$ cat src/inc/dcr_pkg.sv
/*
 * Package for the converter control block: register indices, field positions,
 * reset values, buffer modes and the packed control structs.
 * Assumes an APB master with 32-bit data; each register index maps to byte address index * 4.
 */
`default_nettype none

package dcr_pkg;

    localparam int unsigned APB_AW = 12;

    // printed offsets are indices; byte address is four times the index
    localparam logic [7:0] IDX_STATUS = 8'h20;
    localparam logic [7:0] IDX_CTRL0  = 8'h21;
    localparam logic [7:0] IDX_CTRL1  = 8'h22;
    localparam logic [7:0] IDX_CTRL2  = 8'h23;

    localparam int unsigned C0_EN   = 7;
    localparam int unsigned C0_RFS  = 6;
    localparam int unsigned C0_TRG  = 5;
    localparam int unsigned C0_SWT  = 4;
    localparam int unsigned C0_LP   = 3;
    localparam int unsigned C0_TIE  = 1;
    localparam int unsigned C0_BIE  = 0;

    localparam int unsigned C1_DMA  = 7;
    localparam int unsigned C1_MDH  = 2;
    localparam int unsigned C1_MDL  = 1;
    localparam int unsigned C1_BFEN = 0;

    localparam int unsigned C2_RP   = 4;
    localparam int unsigned C2_UP   = 0;

    // status bits share the layout of the enable bits in control zero
    localparam int unsigned SR_TOP  = 1;
    localparam int unsigned SR_BOT  = 0;

    localparam logic [7:0] CTRL_RESET   = 8'h00;
    localparam logic [1:0] STATUS_RESET = 2'h2;

    typedef enum logic [1:0] {
        DCR_MODE_NORMAL = 2'h0,
        DCR_MODE_RSVD   = 2'h1,
        DCR_MODE_SCAN   = 2'h2,
        DCR_MODE_FIFO   = 2'h3
    } dcr_mode_t;

    typedef struct packed {
        logic       system_enable;
        logic       reference_select;
        logic       trigger_source_select;
        logic       low_power_select;
        logic       top_flag_irq_enable;
        logic       bottom_flag_irq_enable;
    } dcr_ctrl0_t;

    typedef struct packed {
        logic       dma_request_enable;
        dcr_mode_t  buffer_work_mode;
        logic       buffer_pointer_enable;
    } dcr_ctrl1_t;

    localparam dcr_ctrl0_t CTRL0_RESET = '0;
    localparam dcr_ctrl1_t CTRL1_RESET = '{1'b0, DCR_MODE_NORMAL, 1'b0};

endpackage

`default_nettype wire

$ cat src/dcr_sync.sv
/*
 * Two-flop level synchroniser for a pin from outside the clock domain.
 * Assumes the pin is a level held for at least two clock periods.
 */
`default_nettype none

module dcr_sync (
    input  wire logic clk_i,
    input  wire logic reset_n_i,
    input  wire logic async_i,
    output logic      sync_o
);

    logic meta_reg;
    logic sync_reg;

    always_ff @(posedge clk_i or negedge reset_n_i) begin
        if (!reset_n_i) begin
            meta_reg <= 1'b0;
            sync_reg <= 1'b0;
        end else begin
            meta_reg <= async_i;
            sync_reg <= meta_reg;
        end
    end

    assign sync_o = sync_reg;

endmodule

`default_nettype wire

$ cat src/dcr_top.sv
/*
 * Converter control registers with APB slave, buffer read-pointer stepping,
 * pointer flags, interrupt and DMA request routing.
 * Assumes the hardware trigger is an asynchronous pin and dma_done_i comes
 * from a DMA engine on clk_i.
 */
`default_nettype none

module dcr_top #(
    parameter int unsigned PTR_W = 1
) (
    input  wire logic                        clk_i,
    input  wire logic                        reset_n_i,
    input  wire logic                        psel_i,
    input  wire logic                        penable_i,
    input  wire logic                        pwrite_i,
    input  wire logic [dcr_pkg::APB_AW-1:0]  paddr_i,
    input  wire logic [31:0]                 pwdata_i,
    input  wire logic [3:0]                  pstrb_i,
    output logic [31:0]                      prdata_o,
    output logic                             pready_o,
    output logic                             pslverr_o,
    input  wire logic                        hw_trigger_i,
    input  wire logic                        dma_done_i,
    output logic                             dac_enable_o,
    output logic                             reference_select_o,
    output logic                             low_power_select_o,
    output logic [PTR_W-1:0]                 word_select_o,
    output logic                             irq_o,
    output logic                             dma_req_o
);

    dcr_pkg::dcr_ctrl0_t ctrl0_reg;
    dcr_pkg::dcr_ctrl1_t ctrl1_reg;
    logic [PTR_W-1:0]    read_ptr_reg;
    logic [PTR_W-1:0]    read_ptr_next;
    logic [PTR_W-1:0]    upper_reg;
    logic [1:0]          status_reg;
    logic [1:0]          status_set;
    logic                sw_trig_reg;
    logic                hw_sync;
    logic                hw_prev_reg;
    logic                trigger;
    logic                advance;
    logic                ptr_load;
    logic [31:0]         prdata_reg;
    logic                err_reg;
    logic [PTR_W-1:0]    word_sel_reg;
    logic                write_go;
    logic                setup;
    logic [7:0]          wbyte;
    logic [7:0]          idx;
    logic [1:0]          flags_pending;

    // register index from byte address, aligned word only
    function automatic logic [7:0] addr_index(input logic [dcr_pkg::APB_AW-1:0] a);
        addr_index = a[9:2];
    endfunction

    function automatic logic addr_aligned(input logic [dcr_pkg::APB_AW-1:0] a);
        addr_aligned = (a[1:0] == 2'h0) && (a[dcr_pkg::APB_AW-1:10] == '0);
    endfunction

    function automatic logic addr_mapped(input logic [dcr_pkg::APB_AW-1:0] a);
        logic [7:0] i;
        i = addr_index(a);
        addr_mapped = addr_aligned(a) && (i == dcr_pkg::IDX_STATUS || i == dcr_pkg::IDX_CTRL0
                      || i == dcr_pkg::IDX_CTRL1 || i == dcr_pkg::IDX_CTRL2);
    endfunction

    dcr_sync u_trig_sync (
        .clk_i     (clk_i),
        .reset_n_i (reset_n_i),
        .async_i   (hw_trigger_i),
        .sync_o    (hw_sync)
    );

    assign setup    = psel_i && !penable_i;
    assign idx      = addr_index(paddr_i);
    assign wbyte    = pwdata_i[7:0];
    // zero-wait access phase; read data was captured in the setup cycle
    assign pready_o  = psel_i && penable_i;
    assign pslverr_o = pready_o && err_reg;
    assign prdata_o  = prdata_reg;
    assign write_go = pready_o && pwrite_i && !err_reg && pstrb_i[0];

    always_ff @(posedge clk_i or negedge reset_n_i) begin
        if (!reset_n_i) begin
            prdata_reg <= 32'h0000_0000;
            err_reg    <= 1'b0;
        end else if (setup) begin
            err_reg    <= !addr_mapped(paddr_i);
            prdata_reg <= 32'h0000_0000;
            if (!pwrite_i && addr_mapped(paddr_i)) begin
                if (idx == dcr_pkg::IDX_STATUS) begin
                    prdata_reg[dcr_pkg::SR_TOP] <= status_reg[dcr_pkg::SR_TOP];
                    prdata_reg[dcr_pkg::SR_BOT] <= status_reg[dcr_pkg::SR_BOT];
                end else if (idx == dcr_pkg::IDX_CTRL0) begin
                    // strobe bit always reads zero
                    prdata_reg[dcr_pkg::C0_EN]  <= ctrl0_reg.system_enable;
                    prdata_reg[dcr_pkg::C0_RFS] <= ctrl0_reg.reference_select;
                    prdata_reg[dcr_pkg::C0_TRG] <= ctrl0_reg.trigger_source_select;
                    prdata_reg[dcr_pkg::C0_LP]  <= ctrl0_reg.low_power_select;
                    prdata_reg[dcr_pkg::C0_TIE] <= ctrl0_reg.top_flag_irq_enable;
                    prdata_reg[dcr_pkg::C0_BIE] <= ctrl0_reg.bottom_flag_irq_enable;
                end else if (idx == dcr_pkg::IDX_CTRL1) begin
                    prdata_reg[dcr_pkg::C1_DMA]                  <= ctrl1_reg.dma_request_enable;
                    prdata_reg[dcr_pkg::C1_MDH:dcr_pkg::C1_MDL]  <= ctrl1_reg.buffer_work_mode;
                    prdata_reg[dcr_pkg::C1_BFEN]                 <= ctrl1_reg.buffer_pointer_enable;
                end else begin
                    prdata_reg[dcr_pkg::C2_RP +: PTR_W] <= read_ptr_reg;
                    prdata_reg[dcr_pkg::C2_UP +: PTR_W] <= upper_reg;
                end
            end
        end
    end

    // control zero
    always_ff @(posedge clk_i or negedge reset_n_i) begin
        if (!reset_n_i) begin
            ctrl0_reg <= dcr_pkg::CTRL0_RESET;
        end else if (write_go && idx == dcr_pkg::IDX_CTRL0) begin
            ctrl0_reg.system_enable          <= wbyte[dcr_pkg::C0_EN];
            ctrl0_reg.reference_select       <= wbyte[dcr_pkg::C0_RFS];
            ctrl0_reg.trigger_source_select  <= wbyte[dcr_pkg::C0_TRG];
            ctrl0_reg.low_power_select       <= wbyte[dcr_pkg::C0_LP];
            ctrl0_reg.top_flag_irq_enable    <= wbyte[dcr_pkg::C0_TIE];
            ctrl0_reg.bottom_flag_irq_enable <= wbyte[dcr_pkg::C0_BIE];
        end
    end

    // strobe is judged one cycle later, against the values written alongside it
    always_ff @(posedge clk_i or negedge reset_n_i) begin
        if (!reset_n_i) begin
            sw_trig_reg <= 1'b0;
        end else begin
            sw_trig_reg <= write_go && idx == dcr_pkg::IDX_CTRL0 && wbyte[dcr_pkg::C0_SWT];
        end
    end

    // control one; reserved mode code is kept and behaves as normal
    always_ff @(posedge clk_i or negedge reset_n_i) begin
        if (!reset_n_i) begin
            ctrl1_reg <= dcr_pkg::CTRL1_RESET;
        end else if (write_go && idx == dcr_pkg::IDX_CTRL1) begin
            ctrl1_reg.dma_request_enable    <= wbyte[dcr_pkg::C1_DMA];
            ctrl1_reg.buffer_work_mode      <= dcr_pkg::dcr_mode_t'(wbyte[dcr_pkg::C1_MDH:dcr_pkg::C1_MDL]);
            ctrl1_reg.buffer_pointer_enable <= wbyte[dcr_pkg::C1_BFEN];
        end
    end

    // hardware trigger acts on its rising edge after synchronisation
    always_ff @(posedge clk_i or negedge reset_n_i) begin
        if (!reset_n_i) begin
            hw_prev_reg <= 1'b0;
        end else begin
            hw_prev_reg <= hw_sync;
        end
    end

    always_comb begin
        if (ctrl0_reg.trigger_source_select) begin
            trigger = sw_trig_reg;
        end else begin
            trigger = hw_sync && !hw_prev_reg;
        end
    end

    // one-time scan parks at the limit instead of wrapping
    assign advance = trigger && ctrl0_reg.system_enable && ctrl1_reg.buffer_pointer_enable
                     && !(ctrl1_reg.buffer_work_mode == dcr_pkg::DCR_MODE_SCAN
                          && read_ptr_reg == upper_reg);
    assign ptr_load = write_go && idx == dcr_pkg::IDX_CTRL2;

    always_comb begin
        if (ptr_load) begin
            read_ptr_next = pwdata_i[dcr_pkg::C2_RP +: PTR_W];
        end else if (advance && read_ptr_reg == upper_reg) begin
            read_ptr_next = '0;
        end else if (advance) begin
            read_ptr_next = read_ptr_reg + PTR_W'(1);
        end else begin
            read_ptr_next = read_ptr_reg;
        end
    end

    always_ff @(posedge clk_i or negedge reset_n_i) begin
        if (!reset_n_i) begin
            read_ptr_reg <= '0;
            upper_reg    <= '1;
        end else begin
            read_ptr_reg <= read_ptr_next;
            if (ptr_load) begin
                upper_reg <= pwdata_i[dcr_pkg::C2_UP +: PTR_W];
            end
        end
    end

    // flags set only when the pointer moves or is loaded
    always_comb begin
        status_set = 2'h0;
        if (advance || ptr_load) begin
            status_set[dcr_pkg::SR_TOP] = (read_ptr_next == '0);
            status_set[dcr_pkg::SR_BOT] = (read_ptr_next == upper_reg);
        end
    end

    assign flags_pending = status_reg & {ctrl0_reg.top_flag_irq_enable, ctrl0_reg.bottom_flag_irq_enable};

    // clear by writing 0 or by DMA completion; a same-cycle set wins
    always_ff @(posedge clk_i or negedge reset_n_i) begin
        if (!reset_n_i) begin
            status_reg <= dcr_pkg::STATUS_RESET;
        end else begin
            if (write_go && idx == dcr_pkg::IDX_STATUS) begin
                status_reg <= (status_reg & wbyte[1:0]) | status_set;
            end else if (dma_done_i && ctrl1_reg.dma_request_enable) begin
                status_reg <= (status_reg & ~flags_pending) | status_set;
            end else begin
                status_reg <= status_reg | status_set;
            end
        end
    end

    always_ff @(posedge clk_i or negedge reset_n_i) begin
        if (!reset_n_i) begin
            word_sel_reg <= '0;
        end else if (ctrl1_reg.buffer_pointer_enable) begin
            word_sel_reg <= read_ptr_next;
        end else begin
            word_sel_reg <= '0;
        end
    end

    assign word_select_o      = word_sel_reg;
    assign dac_enable_o       = ctrl0_reg.system_enable;
    assign reference_select_o = ctrl0_reg.reference_select;
    assign low_power_select_o = ctrl0_reg.low_power_select;
    assign irq_o     = !ctrl1_reg.dma_request_enable && (|flags_pending);
    assign dma_req_o = ctrl1_reg.dma_request_enable && (|flags_pending);

endmodule

`default_nettype wire

$ cat config.mk
export PLATFORM = sky130hd
export DESIGN_NAME = dcr_top
export DESIGN_NICKNAME = d
export VERILOG_FILES = /design/src/inc/dcr_pkg.sv /design/src/dcr_sync.sv /design/src/dcr_top.sv
export SDC_FILE = /design/constraint.sdc
export NUM_CORES = 1
export LEC_CHECK = 0
export ABC_AREA = 1
export BUFFER_PORTS_ARGS = -buffer_cell sky130_fd_sc_hd__buf_2
export CAP_MARGIN = 5
export CORE_UTILIZATION = 47
export CTS_BUF_LIST = sky130_fd_sc_hd__clkbuf_16
export CTS_CLUSTER_DIAMETER = 40
export CTS_CLUSTER_SIZE = 28
export DETAILED_ROUTE_END_ITERATION = 10
export PLACE_DENSITY = 0.85
export SLEW_MARGIN = 10
export SYNTH_ARGS = -nofsm -noshare
export SYNTH_HDL_FRONTEND = slang
export SYNTH_SLANG_ARGS = --single-unit
export TNS_END_PERCENT = 30
$ cat constraint.sdc
create_clock -name clk_i -period 3.55 [get_ports clk_i]
set_input_delay 0.1775 -clock clk_i [delete_from_list [all_inputs] [get_ports clk_i]]
set_output_delay 0.1775 -clock clk_i [all_outputs]
set_load 0.05 [all_outputs]
# [After elaboration in Yosys (flattened, before gate mapping)]
# Cells that the tools add are included.
[word_totals] regBits=28 in_bits=55 wordCells=93
[classes] n_addsub=1 n_eq_ne=7 mux=21 bitwise_logic=8 n_reduce_logical=37
[ops] operator="$eq A8 B6 Y1 const B" count=4
[ops] operator="$logic_and A1 B1 Y1" count=23
[ops] operator="$mux W2" count=7
[ops] operator="$mux W1" count=12
[ops] operator="$mux W8" count=1
[ops] operator="$logic_not A1 Y1" count=7
[ops] operator="$and A2 B2 Y2" count=3
[ops] operator="$mux W6" count=1
[ops] operator="$or A2 B2 Y2" count=3
[ops] operator="$logic_not A2 Y1" count=2
[ops] operator="$logic_or A1 B1 Y1" count=4
[ops] operator="$eq A1 B1 Y1" count=2
[ops] operator="$eq A2 B2 Y1 const B" count=1
[ops] operator="$not A2 Y2" count=1
[ops] operator="$reduce_or A2 Y1" count=1
[ops] operator="$add A1 B1 Y1 const B" count=1
[ops] operator="$not A1 Y1" count=1

# [Depth between registers and ports, before layout]
[logic_depth] ltp_word=14 ltp_mapped=11 mapped_depth_nobuf=11

# [By module]
# Synthesis repeated with hierarchy kept, for this count alone.
[unflattened] hier_cells=208 hier_area_um2=1664.1
[by_module_without_submodules] mod="dcr_top" instances=1 cells_per_inst=206 area_each_um2=1614.0 seq_area_each_um2=653.1
[by_module_without_submodules] mod="dcr_sync" instances=1 cells_per_inst=2 area_each_um2=50.0 seq_area_each_um2=50.0

# [Least setup slack after synthesis]
# OpenSTA, ideal clock, no wires.
[synth_timing] kind="reg2out" startpoint="register status_reg[1]" endpoint="output dma_req_o" arrival_ns=1.382 path_slack_ns=1.990 stages_incl_launch_ff=5 path_buffers=0 path_cell_list="dfstp_2 inv_1 o21ai_0 inv_1 nor2_1"
[synth_between] elab_chain_cells=3
[synth_rtl] item="from (decl)" line_no="dcr_top.sv:38" source="logic [1:0] status_reg;"
[synth_rtl] item="from (signal assigned)" line_no="dcr_top.sv:213" source="status_reg <= dcr_pkg::STATUS_RESET;"
[synth_rtl] item="from (signal assigned)" line_no="dcr_top.sv:216" source="status_reg <= (status_reg & wbyte[1:0]) | status_set;"
[synth_rtl] item="from (signal assigned)" line_no="dcr_top.sv:218" source="status_reg <= (status_reg & ~flags_pending) | status_set;"
[synth_rtl] item="$and A2 B2 Y2" line_no="dcr_top.sv:208" source="assign flags_pending = status_reg & {ctrl0_reg.top_flag_irq_enable, ctrl0_reg.bottom_flag_irq_enable};"
[synth_rtl] item="$reduce_or A2 Y1" line_no="dcr_top.sv:240" source="assign dma_req_o = ctrl1_reg.dma_request_enable && (|flags_pending);"
[synth_rtl] item="$logic_and A1 B1 Y1" line_no="dcr_top.sv:240"
[synth_rtl] item="to (decl)" line_no="dcr_top.sv:30" source="output logic dma_req_o"
# Every way passes these cells.

# [Worst setup path after layout]
[layout_timing] startpoint="register status_reg[1]" endpoint="output irq_o"
[layout_between] elab_chain_cells=3
[layout_rtl] item="$and A2 B2 Y2" line_no="dcr_top.sv:208"
[layout_rtl] item="$reduce_or A2 Y1" line_no="dcr_top.sv:239" source="assign irq_o = !ctrl1_reg.dma_request_enable && (|flags_pending);"
[layout_rtl] item="$logic_and A1 B1 Y1" line_no="dcr_top.sv:239"
[layout_rtl] item="to (decl)" line_no="dcr_top.sv:29" source="output logic irq_o,"
# Every way passes these cells.

==> summary.md <==
| Metric | Value |
|---|---|
| Slowest stage cell, crit path | `dfstp_2` |
| Async S/R FF share, synth | `1.00` |
| Unrepaired setup endpoints after global routing | `false` |
| Clock Tree Buf Depth | `2` |
| Worst path required time | `about 3.4 ns` |
| Primary FF master, synth | `dfrtp_1` |
| Slew @ Worst Pin | `0.613 ns` |
| CTS buffer count | `3` |
| Library cells used by synthesis | `32` |
| FF+latch count, synth | `28` |
| CP max stage delay | `0.54 ns` |
| H-tree depth | `1` |
| Post-layout min period | `1.70 ns` |
| Non-filler cells in the finished layout | `300` |
| Die W | `61.5 um` |
| Reg clk slew, reported paths | `about 0.070 ns` |
| Min-Delay Path Class | `primary input to register` |
| Post-Synth Adder-Cell Area | `0` |
| Leading area contributor after synthesis | `dfrtp_1` |
| CTS sink count | `28` |
| Cell row count | `21` |
| Util after Layout | `0.579` |
| Synth-to-Final Area Change | `17.0%` |
| Hold depth | `1` |
| MaxCap Viol Count | `0` |
| Most common cell in the synthesized netlist | `nand2_1` |
| GRT Util Overall | `0.192` |
| Final #Nets | `310` |
| Clk_lat worst skew | `roughly 0.27 ns` |
| Synth Instances | `208` |
| Power share of the combinational group | `0.131` |
| Post-synthesis compound-gate area fraction | `0.0820` |
| Critical path buffers and inverters | `3` |
| Final setup TNS | `0 ns` |
| Yosys top cell area share | `0.391` |
| Antenna Nets Post-Route | `0` |
| Fmax | `0.589 GHz` |
| Most frequent cell on the critical path | `inv_1` |
| Clock share of power | `0.445` |
| Critical path arrival | `1.52 ns` |
| # Post-CTS Setup Buffers | `0` |
| Dpl hpwl | `2380 um` |
| CTS hold repair buffers | `1` |
| VDD IR max | `0.000195 V` |
| Synth Area in XOR/XNOR | `0` |
| Post-Syn Area | `1660 sq um` |
| Via/cell ratio | `about 4.5` |
| Delay-heaviest family, CP | `flip-flops` |
| Antenna diodes | `0` |
| Sw frac | `0.259` |
| Port bufs | `43` |
| Max-slew headroom | `0.591` |
| Detailed-route wire length | `3200 um` |
| Pre-Repair DR Iteration Count | `4` |
| CP max FO | `2` |
| Outcome | `finished clean` |
| Largest net degree at the start of global routing | `29` |
| Post-Place Cells | `295` |
| Synth area leaders | `dfrtp_1 39%, buf_4 11%, nand2_1 10%` |
| EDFF count, synth | `0` |
| Crit end category | `output pin` |
| Pwr dens | `389 nW/um^2` |
| TritonCTS clock tree | `yes` |
| Final Cell Area | `1950 sq um` |
| Lkg Pwr | `around 1.1 nW` |
| CTS root buf | `clkbuf_16` |
| Simple-Gate Fraction of Synth Area | `0.284` |
| DP Area | `about 1800 sq um` |
| Crit start category | `register` |
| Layout cells sized above 1 | `0.283` |
| Vias in the first global route | `approximately 1200` |
| I/O pins | `95` |
| Critical path class | `register to output pin` |
| Placer Congestion | `0.868` |
| First-pass GRT wire length | `~5200 um` |
| Largest family of logic cells by synthesized area | `simple AND/OR/NAND/NOR gates` |
| Synth warnings | `0` |
| Core footprint | `3360 sq um` |
| Final Hold Fails | `0` |
| Sequential power share | `0.424` |
| DRC | `0` |
| Antenna violations before repair | `0` |
| Post-synthesis average cell area | `between 8 and 9 sq um` |
| Register area share after synthesis | `0.423` |
| CP Depth | `5` |
| Psw | `0.000196 W` |
| Total power draw | `roughly 0.00076 W` |
| Synth top cells by count | `46 x nand2_1, 28 x inv_1, 26 x dfrtp_1, 24 x buf_4, 15 x nor2_1` |
| Initial Util | `0.495` |
| Vias | `1353` |
| Max reg flops | `8` |
| PostCTS Resize Cnt | `0` |
| Max-slew violations | `0` |
| CP cell instances | `inv_1 > o21ai_0 > inv_1 > nor2_1 > buf_2` |
| Clock Skews | `0.00450 ns` |
| Endpoints failing setup | `0` |
| Drt wl/cell | `between 10 and 15 um` |
| Die area | `3780 sq um` |
| Congestion Overflow GR | `0` |
| Die height | `61.5 um` |
| 1st-iter DRT viols | `between 50 and 60` |
| Int Power | `between 0.0005 and 0.0006 W` |
| Post-synthesis mux area share | `0.0158` |
| Period utilisation layout | `0.478` |
| Number of cells on the worst reg-to-reg path | `10` |
[power by group through the flow]
stage                     sequential, W  combinational [W]  clock [W]
final                          0.000321          0.0000994   0.000337
after global routing           0.000321           0.000108   0.000354
after CTS                      0.000321          0.0000997   0.000339
after detailed placement       0.000327          0.0000987          0
after global placement         0.000327          0.0000978          0
after floorplan                0.000327          0.0000938          0
[worst register-to-register path, delay by kind of cell (launching register included)]
family                 cells  cell delay (ns)
flip-flops                 1             0.36
AND/OR/NAND/NOR            9             1.03
buffers and inverters      1             0.08
[logic make-up after synthesis]
family	Yosys count
AOI/OAI and AO/OA	26
buffers and inverters	59
muxes	2
other	1
and+or+nand+nor	92
DFF	28
[layout make-up]
type / instances / area, sq um
multi-input combinational: 144 / 726
fill: 310 / 1420
timing repair buffer: 44 / 225
tap: 46 / 57.6
clock inverter: 1 / 30.0
sequential: 28 / 703
clock buffer: 3 / 75.1
inverter: 34 / 130
[worst paths after layout]
path	startpoint	slack, ns	to
setup / recovery	status_reg[1]	1.85	irq_o
hold / removal	hw_trigger_i	0.01	u_trig_sync.meta_reg
setup reg to reg	err_reg	1.98	status_reg[0]
hold reg to reg	u_trig_sync.meta_reg	0.35	u_trig_sync.sync_o
max in group asynchronous	reset_n_i	2.70	dac_enable_o
min in group asynchronous	reset_n_i	0.45	prdata_o[0]
[through the flow]
step	worst slack [ns]	hold slack (ns)
finish	1.85	0.0144
global route	1.74	0.0107
floorplan	1.99	-0.118
detailed placement	2.03	0.223
global placement	2.07	0.216
CTS	1.90	0.0142
[metal layers]
layer | track usage | wire length (um)
met5 | 0 | 0
met1 | 0.236 | 1410
met4 | 0.0794 | 45
met3 | 0.0378 | 208
met2 | 0.327 | 1530
[layout by cell type (no fill, tap or decap), types with 2 or more instances in the layout]
cell type	netlist	routed
nor2_4	3	3
nand2_4	2	2
buf_2	0	43
nand3_1	12	12
nand3_2	3	3
dfrtp_1	26	26
conb_1	1	24
nor3_1	2	2
clkbuf_16	0	3
inv_1	28	28
o21ai_0	12	12
o21ai_1	7	7
inv_2	5	5
nor2_1	15	15
dfstp_2	2	2
a21oi_1	4	4
nand2_1	46	46
No activity file was read; power rests on OpenSTA's default activity.
